**config.mk**
```make
export PLATFORM = sky130hd
export DESIGN_NAME = csl_loader
export DESIGN_NICKNAME = d
export VERILOG_FILES = /design/src/logic/csl_pkg.sv /design/src/logic/csl_word_fetch.sv /design/src/logic/csl_loader.sv
export VERILOG_INCLUDE_DIRS = /design/src /design/src/logic
export SDC_FILE = /design/constraint.sdc
export NUM_CORES = 1
export LEC_CHECK = 0
export ABC_AREA = 1
export ABC_CLOCK_PERIOD_IN_PS = 7900
export BUFFER_PORTS_ARGS = -buffer_cell sky130_fd_sc_hd__buf_2
export CORE_MARGIN = 4
export CORE_UTILIZATION = 50
export CTS_BUF_LIST = sky130_fd_sc_hd__clkbuf_8
export DETAILED_ROUTE_END_ITERATION = 6
export PLACE_DENSITY = 0.79
export SLEW_MARGIN = 30
export SYNTH_ARGS = -nofsm -noshare
export SYNTH_HDL_FRONTEND = slang
export SYNTH_SLANG_ARGS = --single-unit
```
**constraint.sdc**
```tcl
create_clock -name clock -period 7.9 [get_ports clock]
set_input_delay 0.79 -clock clock [delete_from_list [all_inputs] [get_ports clock]]
set_output_delay 0.79 -clock clock [all_outputs]
set_load 0.05 [all_outputs]
```
**src/logic/csl_regs.svh**
```systemverilog
`ifndef CSL_REGS_SVH
`define CSL_REGS_SVH

// ----------------------------------------------------------------
// configuration region layout
// ----------------------------------------------------------------
`define CSL_NUM_WORDS 9
`define CSL_LAST_IDX 4'h8
`define CSL_FIRST_IDX 4'h0
`define CSL_IDX_STEP 4'h1
`define CSL_CFG_BASE 24'h015700
`define CSL_OFS_0 8'h80
`define CSL_OFS_1 8'h90
`define CSL_OFS_2 8'h94
`define CSL_OFS_3 8'h98
`define CSL_OFS_4 8'h9c
`define CSL_OFS_5 8'ha0
`define CSL_OFS_6 8'ha4
`define CSL_OFS_7 8'ha8
`define CSL_OFS_8 8'hac

// ----------------------------------------------------------------
// field positions and reset values
// ----------------------------------------------------------------
`define CSL_CFG_LSB 0
`define CSL_CFG_MSB 15
`define CSL_SEC_IDX 0
`define CSL_GSS_LSB 6
`define CSL_GSS_MSB 7
`define CSL_GSS_OPEN 2'h3
`define CSL_SHADOW_RST 16'h0000
`define CSL_ADDR_RST 24'h000000
`define CSL_DATA_RST 32'h00000000

`endif

```
**src/logic/csl_pkg.sv**
```systemverilog
`default_nettype none
`include "csl_regs.svh"
package csl_pkg;
   // ----------------------------------------------------------------
   // loader states
   // ----------------------------------------------------------------
   typedef enum logic [1:0] {
      CSL_ISSUE = 2'h0, // request next word
      CSL_WAIT = 2'h1,  // waiting for flash answer
      CSL_DONE = 2'h2   // all shadows loaded
   } csl_state_type;

   // all shadow words, index 0 is the security word
   typedef logic [`CSL_NUM_WORDS-1:0][15:0] csl_shadow_type;

   // reset sources other than power-on (power-on is rst)
   typedef struct packed {
      logic brownOut;
      logic watchdog;
      logic software;
      logic trap;
      logic other;
   } csl_reset_src_type;

   // loader state
   typedef struct packed {
      csl_state_type state;
      logic [3:0] idx;
      csl_shadow_type shadow;
      logic hold;
      logic done;
      logic eraseFlag;
      logic protect;
   } csl_main_type;

   // fetch engine state
   typedef struct packed {
      logic req;
      logic [23:0] addr;
      logic valid;
      logic [31:0] data;
   } csl_fetch_type;
endpackage : csl_pkg
`default_nettype wire

```
**src/logic/csl_word_fetch.sv**
```systemverilog
`timescale 1ns/10ps
`default_nettype none
`include "csl_regs.svh"
module csl_word_fetch
   import csl_pkg::*;
(
   // clock and reset
   input wire logic clock,
   input wire logic rst,
   // loader side
   input wire logic start,
   input wire logic abort,
   input wire logic [3:0] index,
   output logic wordValid,
   output logic [31:0] wordData,
   // flash side
   input wire logic flashAck,
   input wire logic [31:0] flashData,
   output logic flashReq,
   output logic [23:0] flashAddr
);
   // ----------------------------------------------------------------
   // word offsets inside the reserved top region
   // ----------------------------------------------------------------
   localparam logic [`CSL_NUM_WORDS-1:0][7:0] OFS_TABLE = {
      `CSL_OFS_8, `CSL_OFS_7, `CSL_OFS_6, `CSL_OFS_5, `CSL_OFS_4,
      `CSL_OFS_3, `CSL_OFS_2, `CSL_OFS_1, `CSL_OFS_0};

   csl_fetch_type cur; // registered state
   csl_fetch_type next_cur; // next state

   // request held until acknowledged, abort wins
   always_comb begin
      next_cur = cur;
      next_cur.valid = 1'b0;
      if (abort) begin
         // reset source mid-transfer, drop the request
         next_cur.req = 1'b0;
      end else if (cur.req && flashAck) begin
         next_cur.req = 1'b0;
         next_cur.valid = 1'b1;
         next_cur.data = flashData;
      end else if (start && !cur.req) begin
         next_cur.req = 1'b1;
         // fixed region at the top of program flash
         next_cur.addr = `CSL_CFG_BASE + {16'h0000, OFS_TABLE[index]};
      end
   end

   // state register
   always_ff @(posedge clock or posedge rst) begin
      if (rst) begin
         cur <= '{req: 1'b0, addr: `CSL_ADDR_RST, valid: 1'b0, data: `CSL_DATA_RST};
      end else begin
         cur <= next_cur;
      end
   end

   assign flashReq = cur.req;
   assign flashAddr = cur.addr;
   assign wordValid = cur.valid;
   assign wordData = cur.data;
endmodule : csl_word_fetch
`default_nettype wire

```
**src/logic/csl_loader.sv**
```systemverilog
`timescale 1ns/10ps
`default_nettype none
`include "csl_regs.svh"
module csl_loader
   import csl_pkg::*;
(
   // clock and power-on reset
   input wire logic clock,
   input wire logic rst,
   // other reset sources, levels
   input wire csl_reset_src_type resetSrc,
   // flash read port
   input wire logic flashAck,
   input wire logic [31:0] flashData,
   output logic flashReq,
   output logic [23:0] flashAddr,
   // flash controller event, one-cycle pulse
   input wire logic eraseLastPage,
   // configuration outputs
   output csl_shadow_type configWords,
   output logic cpuHold,
   output logic loadDone,
   output logic codeProtect
);
   // ----------------------------------------------------------------
   // declarations
   // ----------------------------------------------------------------
   csl_main_type cur; // registered state
   csl_main_type next_cur; // next state
   logic anySrc; // some non power-on reset is active
   logic fetchStart; // ask fetch engine for a word
   logic wordValid; // fetched word present, one cycle
   logic [31:0] wordData; // fetched word
   logic [1:0] gssField; // security field of next shadow

   // levels, not edges: a long brown-out keeps the copy parked at word zero
   assign anySrc = |resetSrc;

   // ----------------------------------------------------------------
   // fetch engine
   // ----------------------------------------------------------------
   // kept apart so a reset source can drop a half-done flash read cleanly;
   // the flash side must tolerate such a dropped request
   csl_word_fetch u_fetch (
      .clock(clock),
      .rst(rst),
      .start(fetchStart),
      .abort(anySrc),
      .index(cur.idx),
      .wordValid(wordValid),
      .wordData(wordData),
      .flashAck(flashAck),
      .flashData(flashData),
      .flashReq(flashReq),
      .flashAddr(flashAddr)
   );

   // start only when no reset source holds the loader
   assign fetchStart = (cur.state == CSL_ISSUE) && !anySrc;

   // ----------------------------------------------------------------
   // load sequencer
   // ----------------------------------------------------------------
   always_comb begin
      next_cur = cur;
      gssField = 2'h0;
      if (anySrc) begin
         // any reset source restarts the copy from word zero
         next_cur.state = CSL_ISSUE;
         next_cur.idx = `CSL_FIRST_IDX;
         next_cur.done = 1'b0;
      end else begin
         // one issue/wait pair per word, index walking first to last
         case (cur.state)
            CSL_ISSUE: begin
               // request issued this cycle
               next_cur.state = CSL_WAIT;
            end
            CSL_WAIT: begin
               if (wordValid) begin
                  // only low half carries configuration
                  next_cur.shadow[cur.idx] = wordData[`CSL_CFG_MSB:`CSL_CFG_LSB];
                  if (cur.idx == `CSL_LAST_IDX) begin
                     next_cur.state = CSL_DONE;
                     next_cur.done = 1'b1;
                  end else begin
                     next_cur.idx = cur.idx + `CSL_IDX_STEP;
                     next_cur.state = CSL_ISSUE;
                  end
               end else begin
                  // word still in flight, keep waiting
                  next_cur.state = CSL_WAIT;
               end
            end
            CSL_DONE: begin
               // stays loaded until the next reset of any kind
               next_cur.state = CSL_DONE;
            end
            default: begin
               // illegal code: restart the copy from word zero
               next_cur.state = CSL_ISSUE;
               next_cur.idx = `CSL_FIRST_IDX;
            end
         endcase
      end
      // processor released only with a full shadow set
      next_cur.hold = !next_cur.done;
      // erase flag: set beats the clear at load completion
      next_cur.eraseFlag = (cur.eraseFlag && !(next_cur.done && !cur.done)) || eraseLastPage;
      // next-state values, so protection lands on the same edge as the word
      // cleared words read as zero, which means protected
      gssField = next_cur.shadow[`CSL_SEC_IDX][`CSL_GSS_MSB:`CSL_GSS_LSB];
      next_cur.protect = next_cur.eraseFlag || (gssField != `CSL_GSS_OPEN);
   end

   // ----------------------------------------------------------------
   // state register
   // ----------------------------------------------------------------
   // power loss drops shadows; protected until reloaded
   // hold starts high so the processor never runs on empty shadows
   always_ff @(posedge clock or posedge rst) begin
      if (rst) begin
         cur.state <= CSL_ISSUE;
         cur.idx <= `CSL_FIRST_IDX;
         cur.shadow <= {`CSL_NUM_WORDS{`CSL_SHADOW_RST}};
         cur.hold <= 1'b1;
         cur.done <= 1'b0;
         cur.eraseFlag <= 1'b0;
         cur.protect <= 1'b1;
      end else begin
         cur <= next_cur;
      end
   end

   assign configWords = cur.shadow;
   assign cpuHold = cur.hold;
   assign loadDone = cur.done;
   assign codeProtect = cur.protect;

   // helper state for the checks only, never read by the loader
   logic seenLoad; // helper: a word has been stored since power-on
   logic [3:0] lastIdx; // helper: index of the word last stored
   always_ff @(posedge clock or posedge rst) begin
      if (rst) begin
         seenLoad <= 1'b0;
         lastIdx <= `CSL_FIRST_IDX;
      end else begin
         seenLoad <= seenLoad || (wordValid && cur.state == CSL_WAIT && !anySrc);
         if (wordValid && cur.state == CSL_WAIT && !anySrc) begin
            lastIdx <= cur.idx;
         end
      end
   end
endmodule : csl_loader
`default_nettype wire

```
==> flow_summary.yaml, run 1 <==
cts:
  cts_resized: 0
  cts.repair_timing.setup_buffer_count: 0
  cts_max_path_buffers: 2
  tritoncts_clock_tree: "yes"
  clk_transition_reported_paths_ns: 0.08
  cts_hold_buf: 0
  ctsRootBufferMaster: "sky130_fd_sc_hd__clkbuf_8"
  tritoncts_num_sinks: 177
  number_of_buffers_inserted_during_clock_tree_synthesis: 17
  clock_insertion_delay_worst_skew_ns: 0.45
  ctsHtreeMaxLevel: 4
global_routing:
  globalRouteMet2Util: 0.316
  gr-usage-all-layers: 0.204
  met1_usage: 0.288
  grt_max_degree: 100
  wire_length_of_the_first_global_routing_pass_um: 27400
  busiest_layer_in_global_routing: "met2"
  number_of_antenna_violations_at_the_first_check_in_global_routing: 0
  gr-total-overflow: 0
  first_global_vias: 4700
  grtUsageMet3: 0.0502
timing:
  clock.fmax_mhz: 462
  finalWorstPathRequiredPeriod_ns: 2.17
  finalMaxSlewViolations: 0
  finalSetupTns_ns: 0
  clock_skew_ns: 0.0118
  rsz0062_at_grt: "no"
  finalCritPeriodShare: 0.274
  max_slew.worst_pin.slew_ns: 0.857
  report.final.hold_viol_count: 0
  worst_slew_margin_rel: 0.428
  finalSetupViolCount: 0
place:
  dp_hpwl_um: 11900
  port_buffers: 183
  gp_routability_congestion: 0.831
yosys:
  main_flop_type_after_synthesis: "sky130_fd_sc_hd__dfrtp_1"
  yosys-top-cells-area: "sky130_fd_sc_hd__dfrtp_1 (56%), sky130_fd_sc_hd__buf_4 (16%), sky130_fd_sc_hd__nand2_1 (8.6%), sky130_fd_sc_hd__o21ai_1 (6.8%), sky130_fd_sc_hd__o21ai_0 (3.8%)"
  synthDominantAreaCellType: "sky130_fd_sc_hd__dfrtp_1"
  yosysMostFrequentCell: "sky130_fd_sc_hd__nand2_1"
  synth_common_cells: "sky130_fd_sc_hd__nand2_1 (181), sky130_fd_sc_hd__dfrtp_1 (175), sky130_fd_sc_hd__buf_4 (166), sky130_fd_sc_hd__o21ai_1 (107), sky130_fd_sc_hd__o21ai_0 (59)"
  yosysWarningCount: 0
  asyncSetResetFlopFracSynth: 1.00
  yosysTopAreaCellShare: 0.557
  yosysSeqAreaShare: 0.564
  yosys_register_bits: 177
  post_synth.cell_area_avg_um2: 9.70
  number_of_enable_flip_flop_cells_after_synthesis: 0
  syn_area_um2: 7860
  synthesis.instances: 810
  yosysUniqueCellTypes: 29
critical_path:
  worst_path_dominant_cell_family: "simple AND/OR/NAND/NOR gates"
  crit_required_ns: 8.24
  count_of_buffer_and_inverter_cells_on_the_critical_path: 1
  critPathKind: "flip-flop to flip-flop"
  critPathMaxStageDelay_ns: 0.53
  cp-start-kind: "flip-flop"
  crit_chain: "inv_1 -> ha_1 -> nand3_1 -> nor2_2 -> nand2_1 -> o21ai_0"
  critical_path_arrival_ns: 2.51
  critical_path.endpoint_type: "flip-flop"
  timing.critical_path.fanout_max: 32
  critical_path_depth: 6
  ff2ff_path_depth: 6
  crit_slowest_cell: "sky130_fd_sc_hd__nand2_1"
die:
  initial_core_util: 0.513
  placementRows: 45
  die_width_um: 133
  ioPinCount: 213
  dieArea_um2: 17800
  core-area_um2: 15300
  floorplan.die.height_um: 133
drt:
  drc_errors: 0
  drt_pass_1_iters: 4
  drt-vias-per-instance: 4.93
  total_wire_length_um: 18100
  detailroute.via_count: 5188
  initialDrtViolationCount: 371
  drt.antenna.violating_nets: 0
  post_drt_wl_per_cell_um: 17.2
power:
  power_leakage_nw: 4.47
  vdd.ir_drop.worst_uv: 113
  power.density_nw_per_um2: 209
  total_power_w: 0.00170
flow_run:
  max-cap-violations: 0
final_layout:
  fillers: 1400
  finish.net_count: 876
  area_growth_syn_to_layout_pct: 3.76
  final_layout_size_suffix_gt1_frac: 0.277
  count_of_antenna_diodes_in_the_layout: 0
run_status:
  outcome: "finished, final reports clean"
hold_path:
  hold_path_class: "input pin to asynchronous set/reset pin"
worst paths after layout:
path / slack (ns) / from / end
setup / recovery: 5.73 / cur[148] / flip-flop
hold / removal: 0.44 / rst / asynchronous set/reset pin
setup reg to reg: 5.73 / cur[148] / flip-flop
hold reg to reg: 0.49 / flip-flop / flip-flop
max in group asynchronous: 6.28 / rst / asynchronous set/reset pin
min in group clock: 0.49 / flip-flop / flip-flop
report_power, final:
group | internal, W | total [W] | switching, W
Combinational | 0.0000136 | 0.0000963 | 0.0000826
Clock | 0.000379 | 0.000692 | 0.000313
Sequential | 0.000910 | 0.000913 | 0.00000325
cell families after synthesis:
kind of cell | after synthesis | share of synthesized area
other | 1 | 0.000477
and+or+nand+nor | 224 | 0.124
DFF | 177 | 0.564
adders and majority gates | 5 | 0.00796
AOI/OAI and AO/OA | 171 | 0.110
buffers and inverters | 232 | 0.194
per-stage QoR:
stage	hold WS [ns]	worst slack [ns]	instance area [um2]	std cells	util
2_1_floorplan	0.437	2.31	7900	822	-
3_3_place_gp	0.457	5.28	7710	1022	0.503
3_5_place_dp	0.469	5.28	7710	1022	0.503
4_1_cts	0.489	5.71	8150	1052	0.532
5_1_grt	0.481	5.47	8150	1052	0.532
6_report	0.444	5.73	8150	1052	0.532
worst reg2reg max path: cells and delay by family, from the launching register on:
family	cells	cell delay, ns
buffers and inverters	1	0.15
AO/OA/AOI/OAI	1	0.39
AND/OR/NAND/NOR	3	0.85
flip-flops	1	0.46
adder cells (fa/ha/maj)	1	0.20
placed cells by master, fill, tap and decap left out:
master / count
sky130_fd_sc_hd__a21oi_1: 2
sky130_fd_sc_hd__a22oi_1: 1
sky130_fd_sc_hd__a31oi_1: 1
sky130_fd_sc_hd__buf_2: 183
sky130_fd_sc_hd__buf_6: 1
sky130_fd_sc_hd__bufinv_16: 5
sky130_fd_sc_hd__clkbuf_8: 18
sky130_fd_sc_hd__clkinv_2: 2
sky130_fd_sc_hd__clkinv_4: 2
sky130_fd_sc_hd__clkinvlp_4: 1
sky130_fd_sc_hd__conb_1: 13
sky130_fd_sc_hd__dfrtp_1: 175
sky130_fd_sc_hd__dfstp_2: 2
sky130_fd_sc_hd__ha_1: 5
sky130_fd_sc_hd__inv_1: 36
sky130_fd_sc_hd__inv_2: 2
sky130_fd_sc_hd__inv_8: 1
sky130_fd_sc_hd__nand2_1: 181
sky130_fd_sc_hd__nand2_2: 2
sky130_fd_sc_hd__nand3_1: 12
sky130_fd_sc_hd__nand3_2: 7
sky130_fd_sc_hd__nand4_1: 3
sky130_fd_sc_hd__nand4_4: 1
sky130_fd_sc_hd__nor2_1: 9
sky130_fd_sc_hd__nor2_2: 2
sky130_fd_sc_hd__nor2_4: 1
sky130_fd_sc_hd__nor2_8: 1
sky130_fd_sc_hd__nor3_1: 3
sky130_fd_sc_hd__nor3_2: 1
sky130_fd_sc_hd__o21ai_0: 59
sky130_fd_sc_hd__o21ai_1: 107
sky130_fd_sc_hd__o31ai_1: 1
sky130_fd_sc_hd__or2_2: 1
layer usage:
| metal | share of wire | wire length, um |
|---|---|---|
| met1 | 0.45 | 8150 |
| met2 | 0.47 | 8470 |
| met3 | 0.069 | 1260 |
| met4 | 0.013 | 240 |
| met5 | 0 | 0 |
area by class of cell:
class                      instances  area, um2  share of cell area
timing repair buffer             184        927               0.114
multi-input combinational        413       1940               0.238
clock buffer                      18        248              0.0304
inverter                          37        146              0.0180
tap                              211        264              0.0324
sequential                       177       4430               0.544
clock inverter                    12        193              0.0236
(Power assumes the default switching activity.)
==> inputs of run 2 (changes only) <==
--- a/config.mk
+++ b/config.mk
@@ -7,13 +7,13 @@
 export NUM_CORES = 1
 export LEC_CHECK = 0
 export ABC_AREA = 1
-export ABC_CLOCK_PERIOD_IN_PS = 7900
+export ABC_CLOCK_PERIOD_IN_PS = 1900
 export BUFFER_PORTS_ARGS = -buffer_cell sky130_fd_sc_hd__buf_2
 export CORE_MARGIN = 4
-export CORE_UTILIZATION = 50
+export CORE_UTILIZATION = 49
 export CTS_BUF_LIST = sky130_fd_sc_hd__clkbuf_8
 export DETAILED_ROUTE_END_ITERATION = 6
-export PLACE_DENSITY = 0.79
+export PLACE_DENSITY = 0.8
 export SLEW_MARGIN = 30
 export SYNTH_ARGS = -nofsm -noshare
 export SYNTH_HDL_FRONTEND = slang
==> constraint.sdc (replaced) <==
create_clock -name clock -period 1.9 [get_ports clock]
set_input_delay 0.19 -clock clock [delete_from_list [all_inputs] [get_ports clock]]
set_output_delay 0.19 -clock clock [all_outputs]
set_load 0.05 [all_outputs]
==> flow_summary.yaml, run 2 (synthesized netlist as in run 1, its figures left out) <==
cts:
  clk_transition_reported_paths_ns: 0.09
  tritoncts_num_sinks: 177
  tritoncts_clock_tree: "yes"
  clock_insertion_delay_worst_skew_ns: 0.46
  cts_max_path_buffers: 2
  ctsRootBufferMaster: "sky130_fd_sc_hd__clkbuf_8"
  number_of_buffers_inserted_during_clock_tree_synthesis: 17
  ctsHtreeMaxLevel: 4
drt:
  drt.antenna.violating_nets: 0
  detailroute.wirelength.met2_um: 9080
  wl_met3_um: 1300
  drt-vias-per-instance: 4.93
  drc_errors: 0
  detailroute.via_count: 5386
  top_signal_layer_used: "met4"
  initialDrtViolationCount: 425
  detail_route.wirelength.met1_um: 8300
  drt_pass_1_iters: 5
  post_drt_wl_per_cell_um: 17.4
  total_wire_length_um: 19100
die:
  dieArea_um2: 18100
  placementRows: 46
  core-area_um2: 15800
  ioPinCount: 213
  initial_core_util: 0.497
  floorplan.die.height_um: 135
  die_width_um: 135
global_routing:
  first_global_vias: 5024
  gr-usage-all-layers: 0.215
  number_of_antenna_violations_at_the_first_check_in_global_routing: 0
  grt_max_degree: 49
  gr-total-overflow: 0
  wire_length_of_the_first_global_routing_pass_um: 29100
run_status:
  outcome: "finished, final reports clean"
final_layout:
  area_growth_syn_to_layout_pct: 8.50
  mostFrequentLayoutCell: "sky130_fd_sc_hd__buf_2"
  finish.net_count: 910
  final_layout_size_suffix_gt1_frac: 0.288
  count_of_antenna_diodes_in_the_layout: 0
  mostFrequentLayoutCells: "sky130_fd_sc_hd__buf_2 (183), sky130_fd_sc_hd__nand2_1 (181), sky130_fd_sc_hd__dfrtp_1 (175)"
place:
  gp_routability_congestion: 0.884
  dp_hpwl_um: 12300
  port_buffers: 183
power:
  total_power_w: 0.00711
  vdd.ir_drop.worst_uv: 461
  p_switching_w: 0.00173
  power.density_nw_per_um2: 834
  power.switching_fraction: 0.243
  seq_power_share: 0.534
  internal_power_w: 0.00539
  power_leakage_nw: 4.64
  power.combinational.fraction: 0.064
  clock_power_share: 0.402
timing:
  finalWorstPathRequiredPeriod_ns: 1.76
  holdWs_ns: 0.0677
  report.final.hold_viol_count: 0
  finalCritPeriodShare: 0.927
  finalMaxSlewViolations: 0
  clock.fmax_mhz: 568
  finalSetupViolCount: 0
  max_slew.worst_pin.slew_ns: 0.654
  worst_slew_margin_rel: 0.563
  clock_skew_ns: 0.0123
critical_path:
  crit_required_ns: 2.21
  cp-start-kind: "flip-flop"
  timing.critical_path.fanout_max: 30
  critPathKind: "flip-flop to flip-flop"
  critical_path_arrival_ns: 2.07
  critical_path.endpoint_type: "flip-flop"
hold_path:
  hold_path_class: "input pin to flip-flop"
flow_run:
  max-cap-violations: 0
## run 2: cell types whose count changed in the layout (fill, tap and decap cells not counted), sizes merged
cell and delta:
buf +15, clkinv +3, bufinv -1, clkinvlp +1, clkbuf +1, inv -2, dlygate4sd3 +19
## run 2: through the flow
stage	setup slack [ns]	TNS [ns]	utilization	std cells	area (um2)
global route	-0.00519	-0.00519	0.539	1093	8530
CTS	0.165	0	0.538	1093	8520
detailed placement	0.191	0	0.498	1042	7890
floorplan	-0.555	-97.12	-	822	7910
global placement	0.212	0	0.498	1042	7890
finish	0.138	0	0.539	1093	8530
## run 2: final timing paths
path	from	to	slack, ns	depth (start not counted)
max reg2reg	cur[148]	flip-flop	0.14	8
min in group asynchronous	rst	asynchronous set/reset pin	0.33	3
max in group asynchronous	rst	cpuHold	0.88	4
max	cur[148]	flip-flop	0.14	8
min reg2reg	flip-flop	flip-flop	0.49	2
min	resetSrc[2]	cur[152]	0.07	4
## run 2: area by class of cell
cell class                 instances  area (um2)
clock inverter                    13         183
inverter                          37         143
clock buffer                      19         262
timing repair buffer             218        1290
multi-input combinational        413        1950
sequential                       177        4430
tap                              216         270
fill                            1386        7300
## run 2: power by group through the flow
stage | clock [W] | combinational (W) | sequential [W]
3_3_place_gp | 0 | 0.000428 | 0.00387
3_5_place_dp | 0 | 0.000432 | 0.00387
5_1_grt | 0.00307 | 0.000492 | 0.00380
2_1_floorplan | 0 | 0.000301 | 0.00391
4_1_cts | 0.00290 | 0.000462 | 0.00380
6_report | 0.00286 | 0.000457 | 0.00380
## run 2: worst max-delay path, stage by stage, from the launching register on
cell and delay, ns:
sky130_fd_sc_hd__dfrtp_1 0.47, sky130_fd_sc_hd__inv_1 0.15, sky130_fd_sc_hd__ha_1 0.19, sky130_fd_sc_hd__inv_1 0.07
sky130_fd_sc_hd__nor3_2 0.21, sky130_fd_sc_hd__nand3_2 0.09, sky130_fd_sc_hd__buf_4 0.22, sky130_fd_sc_hd__nand2_1 0.10
sky130_fd_sc_hd__o21ai_0 0.11
## run 2: repair_timing
item / 4_1_cts / 5_1_grt
hold buffers: 19 / 0
buffers inserted: 0 / 0
resized for setup: 0 / 1
endpoints found under the hold margin: 34 / 0
setup endpoints to repair: 0 / 12
## run 2: metal layers
layer / track usage / up-vias
li1: - / 2544
met4: 0.0673 / 0
met1: 0.291 / 2590
met2: 0.348 / 225
met3: 0.0499 / 27
met5: 0 / -
==> inputs of run 3 (changes only) <==
--- a/config.mk
+++ b/config.mk
@@ -7,13 +7,13 @@
 export NUM_CORES = 1
 export LEC_CHECK = 0
 export ABC_AREA = 1
-export ABC_CLOCK_PERIOD_IN_PS = 1900
+export ABC_CLOCK_PERIOD_IN_PS = 1880
 export BUFFER_PORTS_ARGS = -buffer_cell sky130_fd_sc_hd__buf_2
 export CORE_MARGIN = 4
-export CORE_UTILIZATION = 49
+export CORE_UTILIZATION = 50
 export CTS_BUF_LIST = sky130_fd_sc_hd__clkbuf_8
 export DETAILED_ROUTE_END_ITERATION = 6
-export PLACE_DENSITY = 0.8
+export PLACE_DENSITY = 0.79
 export SLEW_MARGIN = 30
 export SYNTH_ARGS = -nofsm -noshare
 export SYNTH_HDL_FRONTEND = slang
==> constraint.sdc (replaced) <==
create_clock -name clock -period 1.88 [get_ports clock]
set_input_delay 0.188 -clock clock [delete_from_list [all_inputs] [get_ports clock]]
set_output_delay 0.188 -clock clock [all_outputs]
set_load 0.05 [all_outputs]
==> flow_summary.yaml, run 3 (synthesized netlist as in run 1, its figures left out) <==
die:
  dieArea_um2: 17800
  placementRows: 45
  floorplan.die.height_um: 133
  die_width_um: 133
  ioPinCount: 213
  core-area_um2: 15300
  initial_core_util: 0.513
critical_path:
  register_to_register_path_setup_slack_ns: 0.14
  crit_required_ns: 2.19
  critical_path_arrival_ns: 2.05
  timing.critical_path.fanout_max: 32
  critical_path.endpoint_type: "flip-flop"
  critPathKind: "flip-flop to flip-flop"
  cp-start-kind: "flip-flop"
timing:
  holdWs_ns: 0.0905
  max_slew.worst_pin.slew_ns: 0.596
  worst_slew_margin_rel: 0.602
  report.final.hold_viol_count: 0
  clock.fmax_mhz: 574
  rsz0062_at_grt: "no"
  finalCritPeriodShare: 0.926
  finalMaxSlewViolations: 0
  clock_skew_ns: 0.0163
  finalWorstPathRequiredPeriod_ns: 1.74
  finalSetupViolCount: 0
drt:
  drt_pass_1_iters: 5
  total_wire_length_um: 17900
  detailroute.via_count: 5346
  initialDrtViolationCount: 393
  drt-vias-per-instance: 4.93
  drc_errors: 0
  post_drt_wl_per_cell_um: 16.5
  drt.antenna.violating_nets: 0
cts:
  tritoncts_num_sinks: 177
  ctsRootBufferMaster: "sky130_fd_sc_hd__clkbuf_8"
  number_of_buffers_inserted_during_clock_tree_synthesis: 17
  cts_max_path_buffers: 2
  tritoncts_clock_tree: "yes"
  clock_insertion_delay_worst_skew_ns: 0.45
  ctsHtreeMaxLevel: 4
  clk_transition_reported_paths_ns: 0.09
run_status:
  outcome: "finished, final reports clean"
final_layout:
  final_layout_size_suffix_gt1_frac: 0.284
  mostFrequentLayoutCells: "sky130_fd_sc_hd__buf_2 (183), sky130_fd_sc_hd__nand2_1 (181), sky130_fd_sc_hd__dfrtp_1 (175)"
  finish.net_count: 907
  area_growth_syn_to_layout_pct: 6.89
  count_of_antenna_diodes_in_the_layout: 0
  mostFrequentLayoutCell: "sky130_fd_sc_hd__buf_2"
  fillers: 1387
global_routing:
  first_global_vias: 5024
  wire_length_of_the_first_global_routing_pass_um: 27700
  number_of_antenna_violations_at_the_first_check_in_global_routing: 0
  grt_max_degree: 76
  gr-usage-all-layers: 0.204
  gr-total-overflow: 0
place:
  gp_routability_congestion: 0.815
  port_buffers: 183
  dp_hpwl_um: 12000
power:
  power_leakage_nw: 4.57
  total_power_w: 0.00674
  power.density_nw_per_um2: 802
  vdd.ir_drop.worst_uv: 380
hold_path:
  hold_path_class: "input pin to flip-flop"
flow_run:
  max-cap-violations: 0
-- run 3: changes by cell type in the layout (fill, tap and decap cells not counted), sizes merged --
cell and change:
buf -3, bufinv -3, clkinvlp +2, clkinv -2, inv +3
-- run 3: critical path: stages (launching register included) --
cell                      delay (ns)
sky130_fd_sc_hd__dfrtp_1        0.46
sky130_fd_sc_hd__inv_1          0.15
sky130_fd_sc_hd__ha_1           0.20
sky130_fd_sc_hd__nand3_1        0.15
sky130_fd_sc_hd__nor2_4         0.18
sky130_fd_sc_hd__nand2_1        0.06
sky130_fd_sc_hd__buf_4          0.22
sky130_fd_sc_hd__nand2_1        0.10
sky130_fd_sc_hd__o21ai_0        0.08
-- run 3: final timing paths --
kind,startpoint,endpoint,depth (start not counted)
setup / recovery,cur[148],flip-flop,8
hold / removal,resetSrc[2],cur[153],4
setup reg to reg,cur[148],flip-flop,8
hold reg to reg,flip-flop,flip-flop,2
max in group asynchronous,rst,asynchronous set/reset pin,4
min in group asynchronous,rst,asynchronous set/reset pin,3
-- run 3: area by class of cell --
cell class	instances	area, um2	share of cell area
clock buffer	19	262	0.0311
clock inverter	13	114	0.0136
inverter	37	143	0.0170
multi-input combinational	413	1950	0.233
sequential	177	4430	0.528
tap	211	264	0.0314
timing repair buffer	215	1230	0.147
-- run 3: report_power, final --
group / switching (W) / internal, W / total, W
Combinational: 0.000350 / 0.0000908 / 0.000441
Clock: 0.00134 / 0.00112 / 0.00246
Sequential: 0.0000135 / 0.00382 / 0.00384
-- run 3: metal layers --
metal / GRT usage / vias to the layer above / part of all wire
met1: 0.276 / 2582 / 0.44
met5: 0 / - / 0
met2: 0.325 / 209 / 0.47
met4: 0.0680 / 0 / 0.018
met3: 0.0498 / 18 / 0.072
li1: - / 2537 / -
-- run 3: stage by stage --
step / cells / util / worst slack (ns) / TNS (ns) / area, um2
3_5_place_dp: 1034 / 0.511 / 0.131 / 0 / 7820
2_1_floorplan: 822 / - / -0.573 / -100.29 / 7910
5_1_grt: 1085 / 0.549 / 0.0229 / 0 / 8400
4_1_cts: 1085 / 0.548 / 0.110 / 0 / 8390
3_3_place_gp: 1034 / 0.511 / 0.191 / 0 / 7820
6_report: 1085 / 0.549 / 0.139 / 0 / 8400
-- run 3: what timing repair did --
item / in CTS / in global routing
setup buffers: 0 / 0
setup endpoints to repair: 0 / 20
hold buffers: 19 / 0
hold endpoints to repair: 194 / 0
gates resized for setup: 0 / 3
